===== config.mk =====
export PLATFORM = sky130hd
export DESIGN_NAME = primary_side_config_regs
export DESIGN_NICKNAME = d
export VERILOG_FILES = /design/src/pkg/gate_cfg_pkg.sv /design/src/hdl/primary_side_config_regs.sv
export VERILOG_INCLUDE_DIRS = /design/src /design/src/pkg
export SDC_FILE = /design/constraint.sdc
export NUM_CORES = 1
export LEC_CHECK = 0
export BUFFER_PORTS_ARGS = -buffer_cell sky130_fd_sc_hd__buf_2
export CORE_MARGIN = 2
export CORE_UTILIZATION = 50
export DETAILED_ROUTE_END_ITERATION = 10
export PLACE_DENSITY = 0.67
export RECOVER_POWER = 100
export SLEW_MARGIN = 20
export SYNTH_ARGS = -nofsm -noshare
export SYNTH_HDL_FRONTEND = slang
export SYNTH_SLANG_ARGS = --single-unit
export TNS_END_PERCENT = 30

===== constraint.sdc =====
create_clock -name ref_clk -period 7 [get_ports ref_clk]
set_input_delay 0.7 -clock ref_clk [delete_from_list [all_inputs] [get_ports ref_clk]]
set_output_delay 0.7 -clock ref_clk [all_outputs]
set_load 0.01 [all_outputs]

===== src/pkg/gate_cfg_regs.svh =====
// Register offsets, field positions, reset values and timing figures
// for the primary-side configuration block.
// Assumes inclusion by bare name from the design and bench files.
`ifndef GATE_CFG_REGS_SVH
`define GATE_CFG_REGS_SVH

// ----------------------------------------------------------------------
// Register offsets (serial port address field)
// ----------------------------------------------------------------------
`define PRIMARY_CONFIG_ADDR 7'h00
`define FAULT_REPORT_CONFIG_ADDR 7'h01

// ----------------------------------------------------------------------
// Reset values
// ----------------------------------------------------------------------
`define PRIMARY_CONFIG_RESET 16'h0C00
`define FAULT_REPORT_CONFIG_RESET 16'h0200

// ----------------------------------------------------------------------
// Field positions of primary_config
// ----------------------------------------------------------------------
`define UNDERVOLT_DISABLE_BIT 15
`define UNDERVOLT_LEVEL_BIT 14
`define OVERVOLT_LEVEL_BIT 13
`define DEGLITCH_HI_BIT 12
`define DEGLITCH_LO_BIT 11
`define TEMP_WARNING_OFF_BIT 10
`define OVERVOLT_DISABLE_BIT 8
`define SHARED_PIN_SELECT_BIT 6
`define DEAD_CODE_HI_BIT 5
`define DEAD_CODE_LO_BIT 0

// ----------------------------------------------------------------------
// Serial frame: write flag, 7-bit address, 16-bit data, MSB first
// ----------------------------------------------------------------------
`define FRAME_BITS 24
`define FRAME_WRITE_BIT 23
`define FRAME_HEADER_BITS 8

// ----------------------------------------------------------------------
// Timing
// ----------------------------------------------------------------------
`define CLK_PERIOD_NS 25
`define DEGLITCH_STEP_NS 70
`define DEAD_STEP_NS 70
`define DEAD_BASE_NS 105

`endif


===== src/pkg/gate_cfg_pkg.sv =====
// Types shared by the primary-side configuration block and its bench.
// Assumes gate_cfg_regs.svh supplies the numeric constants.
package gate_cfg_pkg;

  typedef logic [15:0] reg_word_t;

  typedef logic [5:0] dead_code_t;

  typedef enum logic [1:0] {
    DEGLITCH_BYPASS = 2'b00,
    DEGLITCH_70NS = 2'b01,
    DEGLITCH_140NS = 2'b10,
    DEGLITCH_210NS = 2'b11
  } deglitch_sel_t;

endpackage : gate_cfg_pkg


===== src/hdl/primary_side_config_regs.sv =====
// Primary-side configuration registers with their serial port, input
// deglitch filters, dead-time generator and fault pin steering.
// Assumes all inputs are synchronous to ref_clk and that the serial
// clock is slow enough to be sampled (at most ref_clk / 4).
`timescale 1ns/10ps
`include "gate_cfg_regs.svh"

// Overview of operation
// RULE1 - The undervoltage threshold select is 0 for 2.45V and 1 for 4.35V and resets to 0.
// RULE2 - The overvoltage threshold select is 0 for 5.65V and 1 for 4.15V and resets to 0.
// RULE3 - Both PWM inputs are deglitched for 0, 70, 140 or 210ns by bits 12-11, reset 1.
// RULE4 - Bit 10 low enables the primary over-temperature warning; it resets high.
// RULE5 - Bit 6 makes the shared pin a secondary fault output (0) or serial data out (1).
// RULE6 - With the shared pin as data out, secondary warnings go to the primary fault pin.
// RULE7 - A nonzero dead-time code delays turn-on by code times 70ns plus 105ns.
// RULE8 - A zero dead-time code adds no delay and leaves only input interlock.
// RULE9 - Bits 9 and 7 are plain read/write bits resetting to 0 with no function.
// RULE10 - The host writes the registers only in the permitted configuration state; this block has no such state and commits a write at any time.
// RULE11 - Bits 15 and 8 low enable undervoltage and overvoltage lockout; both reset to 0.
// RULE12 - A read returns the stored fields and leaves them unchanged.
module primary_side_config_regs #(
  parameter int FILTER_CNT_W = 4,
  parameter int DEAD_CNT_W = 8
) (
  input wire logic ref_clk,
  input wire logic nrst,
  input wire logic spi_sclk,
  input wire logic spi_cs_n,
  input wire logic spi_mosi,
  input wire logic pwm_input_pos,
  input wire logic pwm_input_neg,
  input wire logic primary_fault_req,
  input wire logic secondary_warn_req,
  output logic primary_undervolt_enable,
  output logic primary_undervolt_level,
  output logic primary_overvolt_enable,
  output logic primary_overvolt_level,
  output logic primary_temp_warning_enable,
  output gate_cfg_pkg::reg_word_t fault_report_config,
  output logic gate_on,
  output logic primary_fault_out,
  output logic primary_fault_oe,
  output logic shared_pin_out,
  output logic shared_pin_oe
);
  import gate_cfg_pkg::*;

  // ----------------------------------------------------------------------
  // Elaboration checks
  // ----------------------------------------------------------------------
  localparam int MAX_FILTER_CYC = (3 * `DEGLITCH_STEP_NS + `CLK_PERIOD_NS - 1) / `CLK_PERIOD_NS;
  localparam int MAX_DEAD_CYC =
    (63 * `DEAD_STEP_NS + `DEAD_BASE_NS + `CLK_PERIOD_NS - 1) / `CLK_PERIOD_NS;
  if (MAX_FILTER_CYC >= (1 << FILTER_CNT_W)) begin : g_bad_filter
    $error("FILTER_CNT_W too small for the longest deglitch time");
  end
  if (MAX_DEAD_CYC >= (1 << DEAD_CNT_W)) begin : g_bad_dead
    $error("DEAD_CNT_W too small for the longest dead time");
  end

  // ----------------------------------------------------------------------
  // Reset release
  // ----------------------------------------------------------------------
  logic rst_meta;
  logic rst_n;
  always_ff @(posedge ref_clk or negedge nrst) begin
    if (!nrst) begin
      rst_meta <= 1'b0;
      rst_n <= 1'b0;
    end else begin
      rst_meta <= 1'b1;
      rst_n <= rst_meta;
    end
  end

  // ----------------------------------------------------------------------
  // Serial port and registers
  // ----------------------------------------------------------------------
  reg_word_t primary_config;
  reg_word_t fault_cfg;
  logic sclk_prev;
  logic [4:0] bit_cnt;
  logic [`FRAME_BITS-2:0] shift_in;
  reg_word_t shift_out;
  logic miso_bit;
  reg_word_t next_primary_config;
  reg_word_t next_fault_cfg;
  logic [4:0] next_bit_cnt;
  logic [`FRAME_BITS-2:0] next_shift_in;
  reg_word_t next_shift_out;
  logic next_miso_bit;
  logic [`FRAME_BITS-1:0] frame;
  logic [6:0] addr_now;
  reg_word_t read_value;

  always_comb begin
    next_primary_config = primary_config;
    next_fault_cfg = fault_cfg;
    next_bit_cnt = bit_cnt;
    next_shift_in = shift_in;
    next_shift_out = shift_out;
    next_miso_bit = miso_bit;
    frame = {shift_in, spi_mosi};
    addr_now = frame[6:0];
    // Reads return stored values only; nothing is cleared by them
    if (addr_now == `PRIMARY_CONFIG_ADDR) begin // RULE12
      read_value = primary_config;
    end else if (addr_now == `FAULT_REPORT_CONFIG_ADDR) begin
      read_value = fault_cfg;
    end else begin
      read_value = 16'h0000;
    end
    if (spi_cs_n) begin
      next_bit_cnt = 5'h00;
    end else if (spi_sclk && !sclk_prev && bit_cnt < 5'(`FRAME_BITS)) begin
      next_shift_in = frame[`FRAME_BITS-2:0];
      next_bit_cnt = bit_cnt + 5'h01;
      if (bit_cnt == 5'(`FRAME_HEADER_BITS - 1)) begin
        next_shift_out = read_value;
      end
      // Whole frame in: commit a write; bits 9 and 7 are stored like any other
      if (bit_cnt == 5'(`FRAME_BITS - 1) && frame[`FRAME_WRITE_BIT]) begin // RULE9
        if (frame[22:16] == `PRIMARY_CONFIG_ADDR) begin
          next_primary_config = frame[15:0];
        end else if (frame[22:16] == `FAULT_REPORT_CONFIG_ADDR) begin
          next_fault_cfg = frame[15:0];
        end
      end
    end else if (!spi_sclk && sclk_prev && bit_cnt >= 5'(`FRAME_HEADER_BITS)) begin
      next_miso_bit = shift_out[15];
      next_shift_out = {shift_out[14:0], 1'b0};
    end
  end

  always_ff @(posedge ref_clk or negedge rst_n) begin
    if (!rst_n) begin
      primary_config <= `PRIMARY_CONFIG_RESET; // RULE1 RULE2 RULE11
      fault_cfg <= `FAULT_REPORT_CONFIG_RESET;
      sclk_prev <= 1'b0;
      bit_cnt <= 5'h00;
      shift_in <= '0;
      shift_out <= 16'h0000;
      miso_bit <= 1'b0;
    end else begin
      primary_config <= next_primary_config;
      fault_cfg <= next_fault_cfg;
      sclk_prev <= spi_sclk;
      bit_cnt <= next_bit_cnt;
      shift_in <= next_shift_in;
      shift_out <= next_shift_out;
      miso_bit <= next_miso_bit;
    end
  end

  // ----------------------------------------------------------------------
  // Input deglitch filters
  // ----------------------------------------------------------------------
  deglitch_sel_t deglitch_sel;
  logic [FILTER_CNT_W-1:0] filter_cycles;
  logic [1:0] raw_in;
  logic [1:0] filt_in;
  assign deglitch_sel = deglitch_sel_t'(primary_config[`DEGLITCH_HI_BIT:`DEGLITCH_LO_BIT]);
  assign filter_cycles = FILTER_CNT_W'((int'(deglitch_sel) * `DEGLITCH_STEP_NS
    + `CLK_PERIOD_NS - 1) / `CLK_PERIOD_NS); // RULE3
  assign raw_in = {pwm_input_neg, pwm_input_pos};

  for (genvar i = 0; i < 2; i++) begin : g_filter
    logic [FILTER_CNT_W-1:0] cnt;
    logic level;
    logic [FILTER_CNT_W-1:0] next_cnt;
    logic next_level;
    always_comb begin
      next_cnt = '0;
      next_level = level;
      if (deglitch_sel == DEGLITCH_BYPASS) begin // RULE3
        next_level = raw_in[i];
      end else if (raw_in[i] != level) begin
        if (cnt >= filter_cycles - FILTER_CNT_W'(1)) begin
          next_level = raw_in[i];
        end else begin
          next_cnt = cnt + FILTER_CNT_W'(1);
        end
      end
    end
    always_ff @(posedge ref_clk or negedge rst_n) begin
      if (!rst_n) begin
        cnt <= '0;
        level <= 1'b0;
      end else begin
        cnt <= next_cnt;
        level <= next_level;
      end
    end
    assign filt_in[i] = level;
  end

  // ----------------------------------------------------------------------
  // Dead-time generator and output registers
  // ----------------------------------------------------------------------
  dead_code_t dead_code;
  logic [DEAD_CNT_W-1:0] dead_cycles;
  logic [DEAD_CNT_W-1:0] dead_cnt;
  logic [DEAD_CNT_W-1:0] next_dead_cnt;
  logic next_gate_on;
  logic pwm_cmd;
  logic shared_sel;
  logic next_undervolt_enable;
  logic next_undervolt_level;
  logic next_overvolt_enable;
  logic next_overvolt_level;
  logic next_temp_warning_enable;
  logic next_fault_oe;
  logic next_shared_out;
  logic next_shared_oe;
  assign dead_code = primary_config[`DEAD_CODE_HI_BIT:`DEAD_CODE_LO_BIT];
  assign dead_cycles = DEAD_CNT_W'((int'(dead_code) * `DEAD_STEP_NS + `DEAD_BASE_NS
    + `CLK_PERIOD_NS - 1) / `CLK_PERIOD_NS); // RULE7
  // Inverting input blocks the positive one
  assign pwm_cmd = filt_in[0] & ~filt_in[1]; // RULE8
  assign shared_sel = primary_config[`SHARED_PIN_SELECT_BIT];

  always_comb begin
    next_dead_cnt = '0;
    next_gate_on = 1'b0;
    next_undervolt_enable = ~primary_config[`UNDERVOLT_DISABLE_BIT]; // RULE11
    next_undervolt_level = primary_config[`UNDERVOLT_LEVEL_BIT]; // RULE1
    next_overvolt_enable = ~primary_config[`OVERVOLT_DISABLE_BIT]; // RULE11
    next_overvolt_level = primary_config[`OVERVOLT_LEVEL_BIT]; // RULE2
    next_temp_warning_enable = ~primary_config[`TEMP_WARNING_OFF_BIT]; // RULE4
    next_fault_oe = primary_fault_req | (shared_sel & secondary_warn_req); // RULE6
    if (shared_sel) begin // RULE5
      next_shared_out = miso_bit;
      next_shared_oe = ~spi_cs_n;
    end else begin
      next_shared_out = 1'b0;
      next_shared_oe = secondary_warn_req;
    end
    if (pwm_cmd) begin
      if (gate_on || dead_code == 6'h00) begin // RULE8
        next_gate_on = 1'b1;
      end else if (dead_cnt >= dead_cycles - DEAD_CNT_W'(1)) begin // RULE7
        next_gate_on = 1'b1;
      end else begin
        next_dead_cnt = dead_cnt + DEAD_CNT_W'(1);
      end
    end
  end

  always_ff @(posedge ref_clk or negedge rst_n) begin
    if (!rst_n) begin
      dead_cnt <= '0;
      gate_on <= 1'b0;
      primary_undervolt_enable <= 1'b1;
      primary_undervolt_level <= 1'b0;
      primary_overvolt_enable <= 1'b1;
      primary_overvolt_level <= 1'b0;
      primary_temp_warning_enable <= 1'b0;
      fault_report_config <= `FAULT_REPORT_CONFIG_RESET;
      primary_fault_out <= 1'b0;
      primary_fault_oe <= 1'b0;
      shared_pin_out <= 1'b0;
      shared_pin_oe <= 1'b0;
    end else begin
      dead_cnt <= next_dead_cnt;
      gate_on <= next_gate_on;
      primary_undervolt_enable <= next_undervolt_enable;
      primary_undervolt_level <= next_undervolt_level;
      primary_overvolt_enable <= next_overvolt_enable;
      primary_overvolt_level <= next_overvolt_level;
      primary_temp_warning_enable <= next_temp_warning_enable;
      fault_report_config <= fault_cfg;
      primary_fault_out <= 1'b0;
      primary_fault_oe <= next_fault_oe;
      shared_pin_out <= next_shared_out;
      shared_pin_oe <= next_shared_oe;
    end
  end

endmodule : primary_side_config_regs


==> results of run 1 <==
-- cell families (layout without fill, tap and decap cells) --
kind of cell             Yosys count  in the layout
AO/OA/AOI/OAI                    224            224
XOR/XNOR                          36             36
adder cells (fa/ha/maj)           58             58
buffers and inverters             55            298
flip-flops                       123            123
multiplexers                      84             84
other                              2              2
AND/OR/NAND/NOR                  282            282
-- worst max path at each step --
stage                           start     endpoint  slack, ns  cells past startpoint
global placement    primary_config[4]  dead_cnt[0]      -3.62                     51
CTS                 primary_config[4]  dead_cnt[7]      -3.65                     48
finish              primary_config[4]  dead_cnt[4]      -3.70                     49
detailed placement  primary_config[2]  dead_cnt[4]      -3.90                     51
floorplan           primary_config[4]  dead_cnt[0]      -3.38                     54
global route        primary_config[4]  dead_cnt[4]      -4.18                     52
-- metrics by stage --
stage / cell area (um^2) / utilization [%]
3_5_place_dp: 10400 / 63.2
5_1_grt: 11600 / 70.4
4_1_cts: 11400 / 69.0
6_report: 11600 / 70.4
2_1_floorplan: 8740 / -
3_3_place_gp: 10400 / 63.2
-- routing by layer --
layer | up-vias | part of all wire [%]
li1 | 3692 | -
met1 | 3766 | 46
met2 | 175 | 50
met3 | 33 | 3.1
met4 | 0 | 1.4
met5 | - | 0
-- state kept, by name, summed over array words and instances (netlist names), 2 cells and up --
signal and cells:
primary_config 16, g_filter.level 2, g_filter.cnt 8, shift_in 23, shift_out 16, bit_cnt 5
fault_cfg 16, fault_report_config 16, dead_cnt 8
-- area by class of cell --
cell class,count,area [um^2]
sequential,123,3090
timing repair buffer,241,1730
clock inverter,9,134
clock buffer,23,508
inverter,25,101
tap,220,275
fill,1235,4900
multi-input combinational,686,5790
-- power by group through the flow --
stage,Combinational [mW],Clock (mW),Sequential [mW]
final,0.164,0.929,0.835
after global routing,0.191,0.972,0.844
after CTS,0.165,0.939,0.833
after detailed placement,0.159,0,0.844
after global placement,0.148,0,0.840
after floorplan,0.123,0,0.827
-- layout by cell type, fill, tap and decap left out, drive strengths merged, types with 20 or more instances in the layout --
cell    count
o21ai      41
nand2      55
mux2i      28
xnor2      22
inv        24
nor3       37
nor2       69
ha         55
a21oi      59
buf       211
mux2       56
dfrtp     117
clkbuf     53
nand3      20
-- timing repair --
action | in CTS | in global routing
gates cloned | 0 | 1
hold buffers | 0 | 0
gates resized for setup | 46 | 48
setup endpoints to repair | 9 | 9
pin swaps | 28 | 50
setup buffers | 12 | 9
==> out/metrics.sh, run 1 <==
ROUTE.VIAS.TOTAL=7666
FINALNETCOUNT=1160
STATUS='finished, violations left'
HTREE_LEVELS=4
TIMING.REG2REG.SETUP_SLACK_NS=-3.70
DRIVE_ABOVE_1_SHARE_PCT=40.0
DETAIL_ROUTE.WIRELENGTH_UM=23000
CRIT_PATH_ARRIVAL_TIME_NS=11.03
UNREPAIRED_SETUP_ENDPOINTS_AFTER_GLOBAL_ROUTING='yes'
MAXCAPVIOLATIONS=3
GLOBAL_ROUTE_OVERFLOW=0
AVGROUTEDWIREPERCELL_UM=17.4
SYNTH-EDFF-COUNT=0
WORST_SETUP_PATH_END_KIND='flop'
PLACE_WORST_SETUP_SLACK_NS=-3.90
WORST_SETUP_PATH_START_KIND='flop'
PEAKVDDDROP_mV=0.207
MOST_USED_STANDARD_CELL_BY_INSTANCE_COUNT_AFTER_SYNTHESIS='sky130_fd_sc_hd__dfrtp_1'
CLK_PATH_BUF_DEPTH=2
PLACEMENTROWS=47
WORST_R2R_PATH_DEPTH=49
SLEW-LIMIT-HEADROOM_PCT=-139
PWR-SHARE-CLK_PCT=48.2
REGTOREGENDPOINT='dead_cnt[4]'
SYNTH_SEQ_CELLS=123
POSTSYNTH.TOPFLOPCELL='sky130_fd_sc_hd__dfrtp_1'
WORST_PATH_LARGEST_CELL_DELAY_NS=0.45
CLOCKROOTBUFFER='sky130_fd_sc_hd__clkbuf_16'
GRT_FIRST_PASS_WIRELENGTH_UM=37900
SHARE_OF_THE_SYNTHESIZED_NETLIST_AREA_TAKEN_BY_XOR_AND_XNOR_GATES_PCT=3.99
FINAL_MIN_PERIOD_OVER_CLOCK_PERIOD_PCT=153
TIMING.FINAL.SETUP_VIOLATIONS=9
WORST-SETUP-PATH-TYPE='flop to flop'
FAILED_CHECKS='capacitance limit, slew limit, setup timing'
GRT_ANTENNA_BEFORE_REPAIR=0
CHIPHEIGHT_UM=134
NETLIST_TOP_CELLS_COUNT='117 x sky130_fd_sc_hd__dfrtp_1, 69 x sky130_fd_sc_hd__nor2_1, 57 x sky130_fd_sc_hd__a21oi_1'
CTS_BUFFERS=17
PLACE_INST=1273
SYNTHADDERAREAFRAC_PCT=8.75
LAYOUT_MIN_CYCLE_TIME_NS=10.70
MAPPEDNETLISTAREA_MM2=0.00843
YOSYSUNIQUECELLTYPES=98
TRITONCTS_NUM_SINKS=123
WORST_SLACK_NS=-3.70
TRACK_USAGE_PCT=25.8
HOLD_WS_NS=0.0676
DIEAREA_MM2=0.0179
WORST_SETUP_HOLD_PATH_CLK_SLEW_NS=0.05
YOSYS_WARNINGS=0
VIAS_PER_CELL=5.78
SYN-MEAN-INSTANCE-AREA_UM2=9.76
CRITPATHSLOWESTCELL='sky130_fd_sc_hd__dfrtp_2'
POWER.SWITCHING_mW=0.465
DRC=0
CRIT_REQUIRED_NS=7.33
POWER.INTERNAL_mW=1.46
IO_PINS=35
GR-USAGE-MET1_PCT=34.8
NETLIST.TOP_CELL.BY_AREA='sky130_fd_sc_hd__dfrtp_1'
CLOCK.FMAX_MHz=93.5
STDCELL_COUNT=1327
TRITONCTS='done'
POWER.STATIC_LEAKAGE_nW=5.28
PLACE.GP.CONGESTION=0.900
SYNTH-COMPOUND-AREA-SHARE_PCT=19.4
DETAIL_ROUTE.FIRST_PASS.ITERATIONS=5
POWER_PER_CELL_AREA_mW_PER_MM2=166
CRIT_FAMILY='compound AO/OA/AOI/OAI gates'
GR-USAGE-MET2_PCT=43.7
FIN_SETUP_TNS_NS=-32.99
FINALHOLDVIOLATIONS=0
HP-CLASS='input pin to asynchronous set/reset pin'
CLOCK_INSERTION_DELAY_WORST_SKEW_NS=0.41
CRITICAL_PATH_BUF_INV_COUNT=3
PLACEMENT.IO_BUFFERS=33
SYNTH_TOP_FAMILY_BY_AREA='compound AO/OA/AOI/OAI gates'
DETAIL-ROUTE-ANTENNA-NETS=0
NUMBER_OF_INSTANCES_IN_THE_SYNTHESIZED_NETLIST=864
SYNTH.AREA.TOP_CELLS='sky130_fd_sc_hd__dfrtp_1 35%, sky130_fd_sc_hd__ha_1 8.2%, sky130_fd_sc_hd__mux2_2 7.1%'
DIEWIDTH_UM=134
DR.FIRST_ITER.DRC_COUNT=439
SHARE_OF_SYNTHESIZED_CELL_AREA_IN_AND_OR_NAND_AND_NOR_GATES_PCT=17.5
PLACE.DETAILED.HPWL_UM=16200
START_UTIL_PCT=51.0
TIMING_MAX_TRANSITION_VIOLATIONS_FINAL=152
RR_STARTPOINT='primary_config[4]'
SYNTH_MUX_AREA_SHARE_PCT=10.8
SYNTH_LARGEST_TYPE_AREA_FRACTION_PCT=34.7
SWSHARE_PCT=24.1
CRITICAL_PATH_MAXIMUM_FANOUT=8
WORST_SLEW_PIN_SLEW_NS=3.59
VIAS_IN_THE_FIRST_GLOBAL_ROUTE=7762
FP.COREAREA_MM2=0.0165
GROUTE.LAYER.MET3.USAGE_PCT=3.44
GRT_MAX_DEGREE=71
FIN_WORST_SKEW_NS=0.00615
SYNTH_NETS=930
TOTAL_POWER_mW=1.93
GLOBAL_ROUTE.PEAK_USAGE_LAYER='met2'
POWER_SHARE_OF_THE_SEQUENTIAL_GROUP_PCT=43.3
YS_SEQ_AREA_SHARE_PCT=36.6
SYNTHTOLAYOUTAREAGROWTH_PCT=37.9
POWER_FRAC_COMB_PCT=8.5
N_ANTENNA_CELL=0
SYNTHARSTFLOPSHARE_PCT=100
(Power assumes the default switching activity.)
==> inputs of run 2 (changes only) <==
--- a/config.mk
+++ b/config.mk
@@ -6,8 +6,9 @@
 export SDC_FILE = /design/constraint.sdc
 export NUM_CORES = 1
 export LEC_CHECK = 0
+export ABC_CLOCK_PERIOD_IN_PS = 7000
 export BUFFER_PORTS_ARGS = -buffer_cell sky130_fd_sc_hd__buf_2
-export CORE_MARGIN = 2
+export CORE_MARGIN = 5
 export CORE_UTILIZATION = 50
 export DETAILED_ROUTE_END_ITERATION = 10
 export PLACE_DENSITY = 0.67
==> run 2 against run 1 <==
Compared with the run above: the run still ends with capacitance limit, slew limit, setup timing left; final cell count rose by 1.1%; via count grew 1.7%; wire length decreased by 1.9%; largest power group is now registers.
==> out/metrics.sh, run 2 (same netlist as run 1, synthesis figures left out) <==
DETAIL_ROUTE.FIRST_PASS.ITERATIONS=5  # unchanged
PLACEMENTROWS=47  # unchanged
CLOCKROOTBUFFER='sky130_fd_sc_hd__clkbuf_16'
TOTAL_POWER_mW=1.84  # -4.7%
REGTOREGENDPOINT='dead_cnt[3]'
FINAL_CELL_MIX='212 x sky130_fd_sc_hd__buf_4, 116 x sky130_fd_sc_hd__dfrtp_1, 60 x sky130_fd_sc_hd__nor2_1'
START_UTIL_PCT=50.9  # -0.18 points
DRIVE_ABOVE_1_SHARE_PCT=39.8  # -0.27 points
SYNTHTOLAYOUTAREAGROWTH_PCT=38.0  # about the same
PLACE_INST=1271  # -0.16%
TRACK_USAGE_PCT=22.2  # -3.6 points
FINAL_MIN_PERIOD_OVER_CLOCK_PERIOD_PCT=153  # +0.56 points
CP_COMMON_CELL='sky130_fd_sc_hd__buf_6'
CLK_PATH_BUF_DEPTH=2  # unchanged
FAILED_CHECKS='capacitance limit, slew limit, setup timing'
MAXCAPVIOLATIONS=3  # unchanged
CLOCK.FMAX_MHz=93.1  # -0.37%
WORST_SETUP_HOLD_PATH_CLK_SLEW_NS=0.05  # about the same
VIAS_PER_CELL=5.81  # +0.60%
FP.COREAREA_MM2=0.0166  # +0.36%
SLEW-LIMIT-HEADROOM_PCT=-187  # -48 points
CRIT_REQUIRED_NS=7.34  # about the same
STATUS='finished, violations left'
STDCELL_COUNT=1342  # +1.1%
TRITONCTS_NUM_SINKS=123  # unchanged
GRT_ANTENNA_BEFORE_REPAIR=0  # unchanged
TIMING_MAX_TRANSITION_VIOLATIONS_FINAL=151  # -0.66%
DETAIL-ROUTE-ANTENNA-NETS=0  # unchanged
CRIT_PATH_ARRIVAL_TIME_NS=11.08  # +0.05 ns
POSTCTSHOLDBUFS=0  # unchanged
WORST-SETUP-PATH-TYPE='flop to flop'
CHIPHEIGHT_UM=140  # +4.5%
PLACE.DETAILED.HPWL_UM=15100  # -6.8%
DIEAREA_MM2=0.0196  # +9.2%
MOSTFREQUENTLAYOUTCELL='sky130_fd_sc_hd__buf_4'
HOLD_WS_NS=0.0698  # +0.00227 ns
FIN_WORST_SKEW_NS=0.0123  # +0.00611 ns
DETAIL_ROUTE.WIRELENGTH_UM=22600  # -1.9%
PLACEMENT.IO_BUFFERS=33  # unchanged
GLOBAL_ROUTE_OVERFLOW=0  # unchanged
TIMING.FINAL.SETUP_VIOLATIONS=9  # unchanged
WORST_SETUP_PATH_END_KIND='flop'
CLOCK_INSERTION_DELAY_WORST_SKEW_NS=0.41  # about the same
DRC=0  # unchanged
WORST_SLACK_NS=-3.74  # -0.0395 ns
RR_STARTPOINT='primary_config[5]'
TIMING.REG2REG.SETUP_SLACK_NS=-3.74  # -0.04 ns
DR.FIRST_ITER.DRC_COUNT=404  # -8.0%
HTREE_LEVELS=4  # unchanged
WORST_SETUP_PATH_START_KIND='flop'
ROUTE.VIAS.TOTAL=7799  # +1.7%
CRITICAL_PATH_MAXIMUM_FANOUT=8  # unchanged
AVGROUTEDWIREPERCELL_UM=16.8  # -3.0%
PLACE.GP.CONGESTION=0.904  # +0.41%
POWER_PER_CELL_AREA_mW_PER_MM2=158  # -4.8%
FINALHOLDVIOLATIONS=0  # unchanged
CRITPATHSLOWESTCELL='sky130_fd_sc_hd__or4_4'
UNREPAIRED_SETUP_ENDPOINTS_AFTER_GLOBAL_ROUTING='yes'
IO_PINS=35  # unchanged
GRT_MAX_DEGREE=86  # +21%
WORST_PATH_LARGEST_CELL_DELAY_NS=0.56  # +0.11 ns
VIAS_IN_THE_FIRST_GLOBAL_ROUTE=7653  # -1.4%
FILLERINSTANCES=1225  # -0.81%
MAX_FLOP_REGISTER='shift_in'
WORST_R2R_PATH_DEPTH=53  # +8.2%
POWER.STATIC_LEAKAGE_nW=5.32  # +0.74%
TRITONCTS='done'
HP-CLASS='input pin to asynchronous set/reset pin'
FINALNETCOUNT=1175  # +1.3%
N_ANTENNA_CELL=0  # unchanged
FIN_SETUP_TNS_NS=-33.24  # -0.246 ns
CTS_BUFFERS=17  # unchanged
DIEWIDTH_UM=140  # +4.5%
PEAKVDDDROP_mV=0.170  # -18%
WORST_SLEW_PIN_SLEW_NS=4.30  # +0.713 ns
LAYOUT_MIN_CYCLE_TIME_NS=10.74  # +0.0395 ns
LARGEST_REGISTER_FFS=23  # unchanged
GRT_FIRST_PASS_WIRELENGTH_UM=36600  # -3.4%
run 2: changes by cell type in the layout (fill, tap and decap cells not counted), moves of 4 or more:
| cell | delta |
|---|---|
| sky130_fd_sc_hd__clkbuf_8 | -5 |
| sky130_fd_sc_hd__nor2_4 | +4 |
| sky130_fd_sc_hd__clkbuf_1 | +7 |
| sky130_fd_sc_hd__nor2_1 | -7 |
| sky130_fd_sc_hd__buf_4 | +18 |
| sky130_fd_sc_hd__a21oi_1 | +4 |
run 2: final cells by class:
class	count	area, um^2	area share (%)
clock buffers	24	462	3.97
clock inverters	8	95.1	0.817
inverters	25	101	0.871
multi-input cells	686	5780	49.7
flip-flops and latches	123	3090	26.5
well taps	220	275	2.37
repair buffers	256	1830	15.7
run 2: worst max-delay path by stage:
stage | startpoint | endpoint | slack (ns) | depth (start not counted)
5_1_grt | primary_config[5] | dead_cnt[5] | -4.17 | 53
3_3_place_gp | primary_config[3] | dead_cnt[0] | -3.54 | 49
6_report | primary_config[5] | dead_cnt[3] | -3.74 | 53
4_1_cts | primary_config[5] | dead_cnt[0] | -3.51 | 52
3_5_place_dp | primary_config[2] | dead_cnt[6] | -3.73 | 51
2_1_floorplan | primary_config[4] | dead_cnt[0] | -3.38 | 54
run 2: what timing repair did:
item	4_1_cts	5_1_grt
resized for setup	48	41
buffers inserted	23	16
pin swaps	34	53
setup endpoints to repair	9	9
run 2: routing by layer:
layer	track usage, %	wire length, um
met5	0	0
met4	5.86	364
met3	2.78	841
met1	30.6	10200
met2	36.9	11200
run 2: critical path: cells and delay by family (launching register included):
family	cells	cell delay, ns
compound gates	20	3.33
simple gates	14	3.06
fa+ha+maj	8	2.14
buf+inv	7	0.79
mux	2	0.58
flops	1	0.43
xor+xnor	2	0.33
run 2: per-stage QoR:
step	cell area (um^2)	util [%]	setup slack [ns]
finish	11600	70.2	-3.74
global route	11600	70.2	-4.17
CTS	11400	68.7	-3.51
detailed placement	10400	62.9	-3.73
global placement	10400	62.9	-3.54
floorplan	8740	-	-3.38
run 2: power breakdown:
part | internal (mW) | leakage [nW] | total [mW] | switching [mW]
Sequential | 0.766 | 1.61 | 0.834 | 0.0683
Combinational | 0.0863 | 3.44 | 0.180 | 0.0934
Clock | 0.530 | 0.268 | 0.823 | 0.293
